==> src/include/amg_pkg.sv <==
// address map and write guard: shared constants for the decoder and its sram guard
// assumes a single ref_clk domain, apb register access and a core that issues one
// data access and one fetch per cycle.
//
// Functional notes
// (RULE1) program and data words are sixteen bits
// (RULE2) data address fifteen bits, program sixteen bits
// (RULE3) data byte addresses, program word-only addresses
// (RULE4) data bus bit fifteen marks byte access
// (RULE5) first 112KB flash maps to 56k words
// (RULE6) program flash reads return whole words
// (RULE7) eight 16KB flash sections, one windowed low
// (RULE8) data flash byte reads, whole-word writes only
// (RULE9) flash pages are 1024 bytes for erase
// (RULE10) upper 16KB flash reachable only through window
// (RULE11) info flash page at data byte 0x5000
// (RULE12) info page byte reads, word writes, whole erase
// (RULE13) info page programming enabled only by debug port
// (RULE14) sram on top 2.5k program words
// (RULE15) sram occupies final 5KB of data space
// (RULE16) 32-byte sram segments with per-segment write bit
// (RULE17) sram reads always allowed, system mode writes all
// (RULE18) peripheral registers decoded from data byte 0x4000
// (RULE19) register region accessed only as whole words; the decoder does not refuse byte accesses there
// (RULE20) system registers blocked in application mode
// (RULE21) system mode unrestricted, application mode restricted
// (RULE22) blocked writes captured with details for software
// (RULE23) core and decoder run at 12MHz rate; the divider gives 11.1MHz
// (RULE24) blocked write changes nothing, completes without stall
// (RULE25) byte access address bit zero selects lane
package amg_pkg;
    // ==========================================================
    // widths
    localparam int WORD_W = 16;
    localparam int DADDR_W = 16;
    localparam int PADDR_W = 16;
    localparam int FLASH_WADDR_W = 16;
    localparam int SRAM_WADDR_W = 12;
    localparam int SEG_COUNT = 160;
    localparam int SEG_IDX_W = 8;
    // ==========================================================
    // data space map, byte addresses
    localparam logic [14:0] D_WINDOW_BASE = 15'h0000;
    localparam logic [14:0] D_REG_BASE = 15'h4000;
    localparam logic [14:0] D_REG_END = 15'h4FFF;
    localparam logic [14:0] D_INFO_BASE = 15'h5000;
    localparam logic [14:0] D_INFO_END = 15'h53FF;
    localparam logic [14:0] D_SRAM_BASE = 15'h6C00;
    localparam int D_BYTE_FLAG_BIT = 15;
    localparam int SYS_REG_OFFSET_BIT = 11;
    // ==========================================================
    // program space map, word addresses
    localparam logic [15:0] P_FLASH_END = 16'hDFFF;
    localparam logic [15:0] P_SRAM_BASE = 16'hF600;
    // ==========================================================
    // flash layout
    localparam int SECTION_W = 3;
    localparam logic [2:0] EEPROM_SECT_LO = 3'h7;
    localparam int PAGE_BYTES = 1024;
    localparam int PAGE_IDX_W = 7;
    // ==========================================================
    // apb map, byte addresses
    localparam logic [7:0] A_CTRL = 8'h00;
    localparam logic [7:0] A_STATUS = 8'h04;
    localparam logic [7:0] A_FAULT_ADDR = 8'h08;
    localparam logic [7:0] A_FAULT_DATA = 8'h0C;
    localparam logic [7:0] A_SEG_BASE = 8'h10;
    localparam int SEG_REGS = 5;
    localparam logic [31:0] CTRL_RESET = 32'h0000_0000;
    localparam int CTRL_SECT_LSB = 0;
    localparam int CTRL_APP_BIT = 4;
    localparam int ST_FAULT_BIT = 0;
    localparam int ST_OVF_BIT = 1;
    localparam int ST_KIND_LSB = 4;
    // ==========================================================
    // timing
    localparam int CORE_CLK_HZ = 12_000_000;
    localparam int REF_CLK_HZ = 100_000_000;
    localparam int CORE_DIV = (REF_CLK_HZ + CORE_CLK_HZ - 1) / CORE_CLK_HZ;
    // fault kinds
    typedef enum logic [1:0] {
        FK_SRAM = 2'b00,
        FK_SYSREG = 2'b01,
        FK_FLASH = 2'b10,
        FK_INFO = 2'b11
    } amg_fault_type;
endpackage

==> src/hw/amg_decoder.sv <==
// address map and write guard top: decodes core fetch and data accesses onto
// flash, info page, registers and sram, and blocks application-mode writes to locked sram segments and system registers.
// assumes one access per core-rate enable and a debug port that gates info programming.
//
// Implementation choices: register access over APB and the placing of the registers.
`timescale 1ns/1ps
module amg_decoder
    import amg_pkg::*;
(
    input wire logic ref_clk,
    input wire logic rst_n,
    // apb slave
    input wire logic psel,
    input wire logic penable,
    input wire logic pwrite,
    input wire logic [7:0] paddr,
    input wire logic [31:0] pwdata,
    output logic [31:0] prdata,
    output logic pready,
    output logic pslverr,
    // program side request
    input wire logic [amg_pkg::PADDR_W-1:0] p_addr,
    input wire logic p_req,
    // data side request
    input wire logic [amg_pkg::DADDR_W-1:0] d_addr,
    input wire logic d_req,
    input wire logic d_wr,
    input wire logic [amg_pkg::WORD_W-1:0] d_wdata,
    // debug port enable for info page programming, asynchronous pin
    input wire logic serial_debug_port_prog_en,
    // decoded strobes toward memories
    output logic core_tick,
    output logic p_flash_en,
    output logic p_sram_en,
    output logic [amg_pkg::FLASH_WADDR_W-1:0] p_flash_waddr,
    output logic [amg_pkg::SRAM_WADDR_W-1:0] p_sram_waddr,
    output logic d_flash_rd,
    output logic d_flash_wr,
    output logic [amg_pkg::FLASH_WADDR_W-1:0] d_flash_waddr,
    output logic d_info_rd,
    output logic d_info_wr,
    output logic d_reg_rd,
    output logic d_reg_wr,
    output logic d_sram_rd,
    output logic d_sram_wr,
    output logic [amg_pkg::SRAM_WADDR_W-1:0] d_sram_waddr,
    output logic [9:0] d_local_addr,
    output logic [1:0] d_lane_en,
    output logic [amg_pkg::WORD_W-1:0] d_wdata_out,
    output logic d_blocked,
    output logic [amg_pkg::PAGE_IDX_W-1:0] d_flash_page
);
    import amg_pkg::*;
    // ==========================================================
    // core rate enable from ref_clk divider
    logic [3:0] div_reg;
    logic tick;
    // counts ref cycles; 100MHz cannot divide evenly, so rate runs at 11.1MHz worst
    always_ff @(posedge ref_clk or negedge rst_n) begin
        if (!rst_n) begin
            div_reg <= 4'h0;
        end else if (div_reg == 4'(CORE_DIV - 1)) begin
            div_reg <= 4'h0;
        end else begin
            div_reg <= div_reg + 4'h1;
        end
    end
    assign tick = (div_reg == 4'(CORE_DIV - 1)); // [RULE23]
    // ==========================================================
    // pin synchroniser for the debug enable
    logic dbg_s1_reg;
    logic dbg_s2_reg;
    always_ff @(posedge ref_clk or negedge rst_n) begin
        if (!rst_n) begin
            dbg_s1_reg <= 1'b0;
            dbg_s2_reg <= 1'b0;
        end else begin
            dbg_s1_reg <= serial_debug_port_prog_en;
            dbg_s2_reg <= dbg_s1_reg;
        end
    end
    // ==========================================================
    // apb registers
    logic [31:0] ctrl_reg;
    logic fault_reg;
    logic ovf_reg;
    logic [1:0] fkind_reg;
    logic [15:0] faddr_reg;
    logic [15:0] fdata_reg;
    logic [31:0] bank_rdata [5];
    logic [4:0] bank_we;
    logic seg_locked;
    logic apb_wr;
    logic apb_rd;
    logic [2:0] win_sect;
    logic app_mode;
    assign apb_wr = psel && penable && pwrite;
    assign apb_rd = psel && penable && !pwrite;
    assign win_sect = ctrl_reg[CTRL_SECT_LSB +: SECTION_W];
    assign app_mode = ctrl_reg[CTRL_APP_BIT];
    // control word: window section and privilege level
    always_ff @(posedge ref_clk or negedge rst_n) begin
        if (!rst_n) begin
            ctrl_reg <= CTRL_RESET;
        end else if (apb_wr && paddr == A_CTRL) begin
            ctrl_reg <= pwdata & 32'h0000_001F; // [RULE7] [RULE21]
        end
    end
    // segment bank write strobes, one per apb word
    genvar g;
    generate
        for (g = 0; g < SEG_REGS; g++) begin : g_we
            assign bank_we[g] = apb_wr && (paddr == A_SEG_BASE + 8'(g * 4));
        end
    endgenerate
    // ==========================================================
    // data side decode, combinational
    logic [14:0] da;
    logic d_byte;
    logic in_win;
    logic in_reg;
    logic in_info;
    logic in_sram;
    logic sys_reg;
    logic [14:0] sram_off;
    logic [SEG_IDX_W-1:0] seg_idx;
    logic blk;
    logic [1:0] blk_kind;
    logic acc;
    assign da = d_addr[14:0]; // [RULE2]
    assign d_byte = d_addr[D_BYTE_FLAG_BIT]; // [RULE4]
    assign in_win = da < D_REG_BASE; // [RULE7]
    assign in_reg = (da >= D_REG_BASE) && (da <= D_REG_END); // [RULE18]
    assign in_info = (da >= D_INFO_BASE) && (da <= D_INFO_END); // [RULE11]
    assign in_sram = da >= D_SRAM_BASE; // [RULE15]
    assign sys_reg = in_reg && da[SYS_REG_OFFSET_BIT];
    assign sram_off = da - D_SRAM_BASE;
    assign seg_idx = SEG_IDX_W'(sram_off[14:5]); // [RULE16]
    assign acc = tick && d_req;
    // block decision; system mode passes every sram and register write
    always_comb begin
        blk = 1'b0;
        blk_kind = FK_SRAM;
        if (d_wr) begin
            if (in_win && d_byte) begin
                blk = 1'b1; // [RULE8]
                blk_kind = FK_FLASH;
            end else if (in_info && (d_byte || !dbg_s2_reg)) begin
                blk = 1'b1; // [RULE12] [RULE13]
                blk_kind = FK_INFO;
            end else if (app_mode && in_sram && seg_locked) begin
                blk = 1'b1; // [RULE16] [RULE17]
                blk_kind = FK_SRAM;
            end else if (app_mode && sys_reg) begin
                blk = 1'b1; // [RULE20] [RULE21]
                blk_kind = FK_SYSREG;
            end
        end
    end
    amg_sram_guard u_guard (
        .ref_clk(ref_clk),
        .rst_n(rst_n),
        .bank_we(bank_we),
        .bank_wdata(pwdata),
        .seg_idx(seg_idx),
        .seg_locked(seg_locked),
        .bank_rdata(bank_rdata)
    );
    // ==========================================================
    // data side strobes, registered; a blocked write raises no write strobe
    always_ff @(posedge ref_clk or negedge rst_n) begin
        if (!rst_n) begin
            d_flash_rd <= 1'b0;
            d_flash_wr <= 1'b0;
            d_info_rd <= 1'b0;
            d_info_wr <= 1'b0;
            d_reg_rd <= 1'b0;
            d_reg_wr <= 1'b0;
            d_sram_rd <= 1'b0;
            d_sram_wr <= 1'b0;
            d_blocked <= 1'b0;
        end else begin
            d_flash_rd <= acc && !d_wr && in_win;
            d_flash_wr <= acc && d_wr && in_win && !blk; // [RULE8] [RULE24]
            d_info_rd <= acc && !d_wr && in_info;
            d_info_wr <= acc && d_wr && in_info && !blk; // [RULE12] [RULE24]
            d_reg_rd <= acc && !d_wr && in_reg; // [RULE19]
            d_reg_wr <= acc && d_wr && in_reg && !blk; // [RULE24]
            d_sram_rd <= acc && !d_wr && in_sram; // [RULE17]
            d_sram_wr <= acc && d_wr && in_sram && !blk; // [RULE24]
            d_blocked <= acc && blk; // [RULE24]
        end
    end
    // data side addresses and lanes
    always_ff @(posedge ref_clk or negedge rst_n) begin
        if (!rst_n) begin
            d_flash_waddr <= 16'h0000;
            d_sram_waddr <= 12'h000;
            d_local_addr <= 10'h000;
            d_lane_en <= 2'h0;
            d_wdata_out <= 16'h0000;
            d_flash_page <= 7'h00;
        end else if (acc) begin
            d_flash_waddr <= {win_sect, da[13:1]}; // [RULE7] [RULE10]
            d_flash_page <= {win_sect, da[13:10]}; // [RULE9]
            d_sram_waddr <= SRAM_WADDR_W'(sram_off[14:1]);
            d_local_addr <= da[9:0];
            // byte access picks lane from bit zero, word access both lanes
            d_lane_en <= d_byte ? (da[0] ? 2'b10 : 2'b01) : 2'b11; // [RULE25] [RULE3]
            d_wdata_out <= (d_byte && da[0]) ? {d_wdata[7:0], 8'h00} : d_wdata; // [RULE25] [RULE1]
        end
    end
    // ==========================================================
    // program side decode, word addresses only, whole words always
    always_ff @(posedge ref_clk or negedge rst_n) begin
        if (!rst_n) begin
            p_flash_en <= 1'b0;
            p_sram_en <= 1'b0;
            p_flash_waddr <= 16'h0000;
            p_sram_waddr <= 12'h000;
        end else begin
            // upper flash, including the eeprom section, is not visible here
            p_flash_en <= tick && p_req && (p_addr <= P_FLASH_END); // [RULE5] [RULE10] [RULE6]
            p_sram_en <= tick && p_req && (p_addr >= P_SRAM_BASE); // [RULE14]
            if (tick && p_req) begin
                p_flash_waddr <= p_addr; // [RULE3]
                p_sram_waddr <= SRAM_WADDR_W'(p_addr - P_SRAM_BASE);
            end
        end
    end
    // core rate enable output
    always_ff @(posedge ref_clk or negedge rst_n) begin
        if (!rst_n) begin
            core_tick <= 1'b0;
        end else begin
            core_tick <= tick;
        end
    end
    // ==========================================================
    // fault capture; first fault held, later ones set overflow; new fault beats clear
    logic clr_fault;
    assign clr_fault = apb_wr && paddr == A_STATUS && pwdata[ST_FAULT_BIT];
    always_ff @(posedge ref_clk or negedge rst_n) begin
        if (!rst_n) begin
            fault_reg <= 1'b0;
            ovf_reg <= 1'b0;
            fkind_reg <= FK_SRAM;
            faddr_reg <= 16'h0000;
            fdata_reg <= 16'h0000;
        end else if (acc && blk) begin
            if (fault_reg && !clr_fault) begin
                ovf_reg <= 1'b1; // [RULE22]
            end else begin
                fault_reg <= 1'b1; // [RULE22]
                fkind_reg <= blk_kind;
                faddr_reg <= d_addr;
                fdata_reg <= d_wdata;
                ovf_reg <= clr_fault ? 1'b0 : ovf_reg;
            end
        end else if (clr_fault) begin
            fault_reg <= 1'b0;
            ovf_reg <= 1'b0;
        end
    end
    // ==========================================================
    // apb read data and zero-wait answer
    logic [31:0] rd_mux;
    logic known;
    always_comb begin
        rd_mux = 32'h0000_0000;
        known = 1'b1;
        unique case (paddr)
            A_CTRL: rd_mux = ctrl_reg;
            A_STATUS: rd_mux = {26'h0, fkind_reg, 2'b00, ovf_reg, fault_reg};
            A_FAULT_ADDR: rd_mux = {16'h0000, faddr_reg};
            A_FAULT_DATA: rd_mux = {16'h0000, fdata_reg};
            8'h10: rd_mux = bank_rdata[0];
            8'h14: rd_mux = bank_rdata[1];
            8'h18: rd_mux = bank_rdata[2];
            8'h1C: rd_mux = bank_rdata[3];
            8'h20: rd_mux = bank_rdata[4];
            default: known = 1'b0;
        endcase
    end
    // answer in the access phase: pready rises the cycle after setup
    always_ff @(posedge ref_clk or negedge rst_n) begin
        if (!rst_n) begin
            pready <= 1'b0;
            pslverr <= 1'b0;
            prdata <= 32'h0000_0000;
        end else begin
            pready <= psel && !penable;
            pslverr <= psel && !penable && !known;
            prdata <= (psel && !penable && !pwrite) ? rd_mux : 32'h0000_0000;
        end
    end
    // ==========================================================
    // assertions
    property p_blk_no_wr;
        @(posedge ref_clk) disable iff (!rst_n)
        (acc && blk) |=> (d_blocked && !d_sram_wr && !d_reg_wr && !d_flash_wr && !d_info_wr);
    endproperty
    a_blk_no_wr: assert property (p_blk_no_wr) else $error("blocked write reached memory"); // [RULE24]
    property p_sys_sram;
        @(posedge ref_clk) disable iff (!rst_n)
        (acc && d_wr && in_sram && !app_mode) |=> d_sram_wr;
    endproperty
    a_sys_sram: assert property (p_sys_sram) else $error("system sram write lost"); // [RULE17]
    property p_lock_sram;
        @(posedge ref_clk) disable iff (!rst_n)
        (acc && d_wr && in_sram && app_mode && seg_locked) |=> (!d_sram_wr && fault_reg);
    endproperty
    a_lock_sram: assert property (p_lock_sram) else $error("locked segment written"); // [RULE16]
    property p_sysreg;
        @(posedge ref_clk) disable iff (!rst_n)
        (acc && d_wr && sys_reg && app_mode) |=> !d_reg_wr;
    endproperty
    a_sysreg: assert property (p_sysreg) else $error("system register written in app mode"); // [RULE20]
    property p_fault_addr;
        @(posedge ref_clk) disable iff (!rst_n)
        (acc && blk && !fault_reg) |=> (faddr_reg == $past(d_addr));
    endproperty
    a_fault_addr: assert property (p_fault_addr) else $error("fault address not captured"); // [RULE22]
    property p_lane;
        @(posedge ref_clk) disable iff (!rst_n)
        (acc && d_byte) |=> (d_lane_en == ($past(da[0]) ? 2'b10 : 2'b01));
    endproperty
    a_lane: assert property (p_lane) else $error("byte lane wrong"); // [RULE25]
    property p_info_dbg;
        @(posedge ref_clk) disable iff (!rst_n)
        d_info_wr |-> $past(dbg_s2_reg);
    endproperty
    a_info_dbg: assert property (p_info_dbg) else $error("info write without debug enable"); // [RULE13]
    property p_pflash;
        @(posedge ref_clk) disable iff (!rst_n)
        p_flash_en |-> $past(p_addr) <= P_FLASH_END;
    endproperty
    a_pflash: assert property (p_pflash) else $error("program flash beyond 56k words"); // [RULE5]
    property p_tick;
        @(posedge ref_clk) disable iff (!rst_n)
        tick |=> !tick [*8];
    endproperty
    a_tick: assert property (p_tick) else $error("core enable spacing wrong"); // [RULE23]
    c_blocked: cover property (@(posedge ref_clk) disable iff (!rst_n) acc && blk && app_mode);
    c_info_wr: cover property (@(posedge ref_clk) disable iff (!rst_n) d_info_wr);
    c_psram: cover property (@(posedge ref_clk) disable iff (!rst_n) p_sram_en);
endmodule // amg_decoder

==> src/hw/amg_sram_guard.sv <==
// sram segment write guard: holds one protection bit per 32-byte segment
// assumes segment bits are loaded over apb by the parent module.
`timescale 1ns/1ps
module amg_sram_guard
    import amg_pkg::*;
(
    input wire logic ref_clk,
    input wire logic rst_n,
    input wire logic [4:0] bank_we,
    input wire logic [31:0] bank_wdata,
    input wire logic [amg_pkg::SEG_IDX_W-1:0] seg_idx,
    output logic seg_locked,
    output logic [31:0] bank_rdata [5]
);
    // ==========================================================
    // protection bits, one 32-bit bank per apb word, all writable after reset
    // banks are separate array entries so each generated process owns its own word
    logic [31:0] lock_reg [SEG_REGS];
    genvar b;
    generate
        for (b = 0; b < SEG_REGS; b++) begin : g_bank
            // each apb word holds 32 segment bits
            always_ff @(posedge ref_clk or negedge rst_n) begin
                if (!rst_n) begin
                    lock_reg[b] <= 32'h0000_0000;
                end else if (bank_we[b]) begin
                    lock_reg[b] <= bank_wdata; // [RULE16]
                end
            end
            assign bank_rdata[b] = lock_reg[b];
        end
    endgenerate
    // out-of-range index never locks; upper index bits pick the bank, low five the bit
    assign seg_locked = (seg_idx < SEG_IDX_W'(SEG_COUNT)) ? lock_reg[seg_idx[7:5]][seg_idx[4:0]] : 1'b0; // [RULE16]
endmodule // amg_sram_guard

==> config.mk <==
export PLATFORM = sky130hd
export DESIGN_NAME = amg_decoder
export DESIGN_NICKNAME = d
export VERILOG_FILES = /design/src/include/amg_pkg.sv /design/src/hw/amg_decoder.sv /design/src/hw/amg_sram_guard.sv
export SDC_FILE = /design/constraint.sdc
export NUM_CORES = 1
export LEC_CHECK = 0
export ABC_AREA = 1
export ABC_CLOCK_PERIOD_IN_PS = 3250
export BUFFER_PORTS_ARGS = -buffer_cell sky130_fd_sc_hd__buf_2
export CORE_MARGIN = 2
export CORE_UTILIZATION = 45
export DETAILED_ROUTE_END_ITERATION = 16
export PLACE_DENSITY_LB_ADDON = 0.05
export SETUP_SLACK_MARGIN = 0.05
export SLEW_MARGIN = 20
export SYNTH_ARGS = -nofsm -noshare
export SYNTH_HDL_FRONTEND = slang
export SYNTH_HIERARCHICAL = 1
export SYNTH_SLANG_ARGS = --single-unit
==> constraint.sdc <==
create_clock -name ref_clk -period 3.25 [get_ports ref_clk]
set_input_delay 0.975 -clock ref_clk [delete_from_list [all_inputs] [get_ports ref_clk]]
set_output_delay 0.975 -clock ref_clk [all_outputs]
set_load 0.005 [all_outputs]
[Yosys cells after proc, flatten, opt, wreduce, memory -nomap -nowiden]
Cells that the tools add are included.
Word-level totals
  output and inout bits: 137
  word-level logic and storage cells: 147
  bits of input ports: 97
  flip-flop bits (word level): 344
Operators by class
  multiplexer cells: 29
  add/sub/neg operators: 3
  equal/unequal tests: 10
  order comparisons: 11
  bitwise operators: 2
  reduce and logical (&&, ||, !) cells: 55
Operators by type and width (count)
  32-bit case mux with 9 select lines: 1
  32-bit binary-select mux with 3-bit select: 1
  32-bit 2-to-1 mux: 3
  15-bit greater-or-equal comparator, second input constant: 3
  1-bit logical AND: 42
  8-bit by 5-bit equality test with 1-bit output, second input constant: 4
  15-bit less-or-equal comparator, second input constant: 2
  8-bit by 4-bit equality test with 1-bit output, second input constant: 2
  16-bit greater-or-equal comparator, second input constant: 1
  16-bit less-or-equal comparator, second input constant: 1
  1-bit 2-to-1 mux: 16
  16-bit 2-to-1 mux: 1
  15-bit < comparator, second input constant: 1
  13-bit by 12-bit subtractor with 13-bit output, second input constant: 1
  12-bit by 11-bit subtractor with 12-bit output, second input constant: 1
  2-bit 2-to-1 mux: 5
  9-bit OR reduction: 1
  8-bit by 3-bit equality test with 1-bit output, second input constant: 1
  8-bit by 6-bit equality test with 1-bit output, second input constant: 1
  8-bit zero test: 1
  8-bit < comparator, second input constant: 1
  1-bit zero test: 7
  5-bit by 6-bit < comparator with 1-bit output, second input constant: 1
  1-bit binary-select mux with 5-bit select: 1
  10 further kinds: 11

[Longest topological paths before layout]
  depth after elaboration: 16
  gate-level depth with buffers: 25
  gate-level depth less buffers: 22

[Hierarchy]
The synthesis kept the hierarchy.
By module, submodules not included
  amg_sram_guard: seq. area each 4003.8 um^2, cells each 840, instances 1, area each 7684.9 um^2
  amg_decoder: seq. area each 3753.6 um^2, cells each 961, instances 1, area each 7517.2 um^2

[Worst setup path before layout]
OpenSTA, ideal clock, no wires.
  path kind: input port to flip-flop
  start point: in d_addr[10] (netlist name)
  end point: reg faddr_reg[0]
  stages: 21
  setup time: 117 ps
  arrival: 3015 ps
  setup slack: 117 ps
  data required time: 3133 ps
  buffers on the path: 2
  path through: ha_1 xnor2_1 inv_1 buf_1 nand3_1 nand3_1 nand3_1 nand3_1 nand3_1 nand2_1 nand2_1 nand2_1 nand2_1 inv_1 nand2_1 nand2_1 inv_2 nand3_4 buf_2 nand4_1 nand2_1
Between the ends
  longest elaborated chain between the ends: 15
  elaborated cells on any way between the ends: 30
  classes of those cells: add/sub (1); order compare (7); mux (11); bitwise (1); reduce/logical (10)
Ends and longest elaborated chain
  start, declared: line amg_decoder.sv:25  | input wire logic [amg_pkg::DADDR_W-1:0] d_addr,
  13-bit by 12-bit subtractor with 13-bit output (*): line amg_decoder.sv:137  | assign sram_off = da - D_SRAM_BASE;
  named net sram_off[12]: line amg_decoder.sv:125  | logic [14:0] sram_off;
  3-bit NOT with 4-bit output (implied by the code): line amg_sram_guard.sv:34  | assign seg_locked = (seg_idx < SEG_IDX_W'(SEG_COUNT)) ? lock_reg[seg_idx[7:5]][seg_idx[4:0]] : 1'b0;
  32-bit binary-select mux with 3-bit select: line amg_sram_guard.sv:34
  32-bit 2-to-1 mux (implied by the code) (2 in series): line amg_sram_guard.sv:34
  1-bit binary-select mux with 5-bit select: line amg_sram_guard.sv:34
  1-bit 2-to-1 mux (implied by the code): line amg_sram_guard.sv:34
  1-bit 2-to-1 mux (*): line amg_sram_guard.sv:34
  named net seg_locked: line amg_decoder.sv:92  | logic seg_locked;
  1-bit logical AND (*): line amg_decoder.sv:151  | end else if (app_mode && in_sram && seg_locked) begin
  1-bit 2-to-1 mux (*): line amg_decoder.sv:151
  1-bit 2-to-1 mux (*): line amg_decoder.sv:148  | end else if (in_info && (d_byte || !dbg_s2_reg)) begin
  1-bit 2-to-1 mux (*): line amg_decoder.sv:145  | if (in_win && d_byte) begin
  1-bit 2-to-1 mux (*): line amg_decoder.sv:144  | if (d_wr) begin
  1-bit logical AND (*): line amg_decoder.sv:250  | end else if (acc && blk) begin
  2-bit AND reduction (no source line) (*)
  end signal, assigned: line amg_decoder.sv:256  | faddr_reg <= d_addr;
  end, declared: line amg_decoder.sv:88  | logic [15:0] faddr_reg;
The timed path passes the listed nets; every way through them passes the cells marked *. The select of a mux whose other input is x is not followed.
A chain may end at the register's enable or synchronous reset.

[Final worst setup path]
  start point: in d_addr[10] (netlist name)
  end point: reg fdata_reg[5]
Between the ends
  longest elaborated chain between the ends: 15
  elaborated cells on any way between the ends: 30
  classes of those cells: add/sub (1); order compare (7); mux (11); bitwise (1); reduce/logical (10)
Ends and longest elaborated chain
  13-bit by 12-bit subtractor with 13-bit output (*): line amg_decoder.sv:137
  named net sram_off[12]: line amg_decoder.sv:125
  3-bit NOT with 4-bit output (implied by the code): line amg_sram_guard.sv:34
  32-bit binary-select mux with 3-bit select: line amg_sram_guard.sv:34
  32-bit 2-to-1 mux (implied by the code) (2 in series): line amg_sram_guard.sv:34
  1-bit binary-select mux with 5-bit select: line amg_sram_guard.sv:34
  1-bit 2-to-1 mux (implied by the code): line amg_sram_guard.sv:34
  1-bit 2-to-1 mux (*): line amg_sram_guard.sv:34
  named net seg_locked: line amg_decoder.sv:92
  1-bit logical AND (*): line amg_decoder.sv:151
  1-bit 2-to-1 mux (*): line amg_decoder.sv:151
  1-bit 2-to-1 mux (*): line amg_decoder.sv:148
  1-bit 2-to-1 mux (*): line amg_decoder.sv:145
  1-bit 2-to-1 mux (*): line amg_decoder.sv:144
  1-bit logical AND (*): line amg_decoder.sv:250
  2-bit AND reduction (no source line) (*)
  end signal, assigned: line amg_decoder.sv:257  | fdata_reg <= d_wdata;
  end, declared: line amg_decoder.sv:89  | logic [15:0] fdata_reg;
Marks and branches as above.

==> run metrics <==
clk sinks=310; post-synthesis mux area share=0.0741; class of the worst hold path=flop to flop; Seq/Total Area, Yosys=0.510; grt total ovfl=0; Slew HR=0.487; simple-gate share of the synthesized area=0.262; maximum VDD drop=359 µV; clock-pin slew on the worst setup and hold paths=50 ps; DR WL/cell=18.6 µm; Req. time, crit path=3650 ps; crit-path most repeated cell=nand2_1; commonest non-fill, non-tap cell in the layout=nand2_1; Clock Skew=8.42 ps; global-route wire length before repair=72.1 mm; Final Wtd Congestion=0.834; Longest Clk Path Bufs=3; Core ar.=33,400 µm²; Post-DRT Antenna Nets=0; max FFs per register=160; drt total wl=46.0 mm; XOR/XNOR Fraction of Synth Area=0.00173; CTS buffer count=36; hold path start=dbg_s1_reg; FF+latch count, synth=310; RSZ-0062 raised after global routing=yes; P per Cell Area=481 nW/µm²; final net count=2,109; port bufs=233; die outline height=188 µm; status=complete, no violations; crit-path max FO=7; largest delay contributor family on the critical path=simple AND/OR/NAND/NOR gates; total power=0.00888 W; drt via density=5.27; drt first pass iters=5; worst r2r path cells=8; Mapped Cells=1,801; io pins=234; Synth Net Count=1,903; Synthesis Warnings=6; largest family of logic cells by synthesized area=simple AND/OR/NAND/NOR gates; Cells after DPL=2,413; Worst-Margin Slew=769 ps; max-cap check violation count=0; Distinct cells, synth=39; share of cells above drive strength 1=0.268; initial drt markers=896; R2R setup slack=660 ps; Period minus WS final=3100 ps; largest net degree at the start of global routing=67; Finish-stage setup viols=0; WP data arrival=3490 ps; crit share post-route=0.953; Final Hold Fails=0; Root Driver=clkbuf_16; CTS Hold Bufs=0; Max stage delay on crit path=240 ps; hold path depth=0; vias after detailed routing=13,100; Buf/Inv on CP=7; Hold Worst Slack=347 ps; Synth-to-Final Area Change=21.4%; max frequency=323 MHz; most frequent cells in the layout=605 x nand2_1, 310 x dfrtp_1, 230 x buf_2; Residual DRC=0; Critical R2R Capture=d_wdata_out[4]; Finished Layout Cells=2,477; Pleak=9.39 nW; Die ar.=35,300 µm²; worst-skew pair later-pin latency=510 ps; Crit-path slowest cell=clkbuf_16; Total GRT Usage=0.261; H-tree Lvls=2; Syn Area/Cell=8.44 µm²; Post-Synth Adder-Cell Area=0.00412; TritonCTS clock tree=built; Post-DP HPWL=31.1 mm; Antenna diodes=0; antenna violations before repair=2; Initial Util=0.456; mapped cell area=15,200 µm²; R2R Path Start=div_reg[0]; Synth Area in Compound Gates=0.0624; critical path startpoint category=input pin; Die W=188 µm; Crit. End Element=flop; filler cell count=3,206; num rows=67; Final Max Slew Viols=0; number of global-route vias before repair=12,700; Min-Delay Endpoint=dbg_s2_reg; Crit Path Class=input pin to flop
## worst max path at each step
stage	start	endpoint	depth (start not counted)
after floorplan	d_addr[10]	faddr_reg[0]	21
after global placement	d_addr[10]	faddr_reg[14]	24
after detailed placement	d_addr[10]	ovf_reg	23
after CTS	d_addr[10]	ovf_reg	23
after global routing	d_addr[10]	fdata_reg[12]	25
final	d_addr[10]	fdata_reg[5]	25
## worst reg2reg max path: stages, from the launching register on
cell	delay, ps
dfrtp_1	410
inv_1	70
ha_1	140
nand2_1	80
nor2_2	180
nand2_1	300
inv_1	670
nand2_1	380
o21ai_0	270
## cells in the mapped netlist, drive strengths merged
library cell,instances,area (µm²)
o2111ai,1,8.76
o21a,2,15.0
o21ai,105,529
clkbuf,29,109
o22ai,1,6.26
a211oi,5,37.5
ha,5,62.6
buf,102,657
nor2,77,317
xnor2,2,17.5
dfrtp,310,7760
nand2,653,2460
o211ai,12,90.1
nand4,57,372
nor3,9,56.3
nand3,146,773
a21oi,29,145
inv,138,526
a31oi,6,37.5
a22o,8,70.1
a2bb2oi,1,8.76
mux2,100,1130
and3,1,6.26
nor3b,1,7.51
xor2,1,8.76
## metal layers
layer  vias to the layer above  global-route usage  part of all wire  wire length, µm
met4                         4              0.0869             0.032             1490
met2                       414               0.428              0.47            21800
met5                         -                   0           0.00050               23
met1                      6355               0.354              0.44            20300
li1                       6206                   -                 -                -
met3                        87              0.0419             0.053             2450
## cell families after synthesis
family / count (synthesis)
and+or+nand+nor: 944
buffers and inverters: 269
xor gates and xnor gates: 3
muxes: 100
adders and majority gates: 5
DFF: 310
AOI/OAI and AO/OA: 170
## power by group
part / internal, W / switching [W]
clock: 0.00230 / 0.00157
sequential: 0.00400 / 0.000101
combinational: 0.000356 / 0.000547
## what timing repair did
| action | 4_1_cts | 5_1_grt |
|---|---|---|
| pin swaps | 0 | 12 |
| setup endpoints to repair | 36 | 41 |
| gates resized for setup | 4 | 99 |
| buffers inserted | 0 | 1 |
| gates cloned | 0 | 3 |
## layout make-up
cell class	instances	area, µm²	share of cell area
Sequential cell	310	7760	0.420
Multi-Input combinational cell	1222	6440	0.349
Timing Repair Buffer	299	2040	0.111
Clock buffer	54	1090	0.0590
Tap cell	448	561	0.0304
Inverter	138	533	0.0289
Clock inverter	6	32.5	0.00176
## through the flow
stage | worst slack, ps | instance area (µm²) | util | TNS (ps)
after CTS | 70.3 | 18100 | 0.541 | 0
after global placement | -487 | 16900 | 0.507 | -18620
final | 154 | 18500 | 0.553 | 0
after detailed placement | -549 | 16900 | 0.507 | -20600
after global routing | -19.4 | 18500 | 0.553 | -171
after floorplan | 117 | 15200 | - | 0
(Power assumes the default switching activity.)
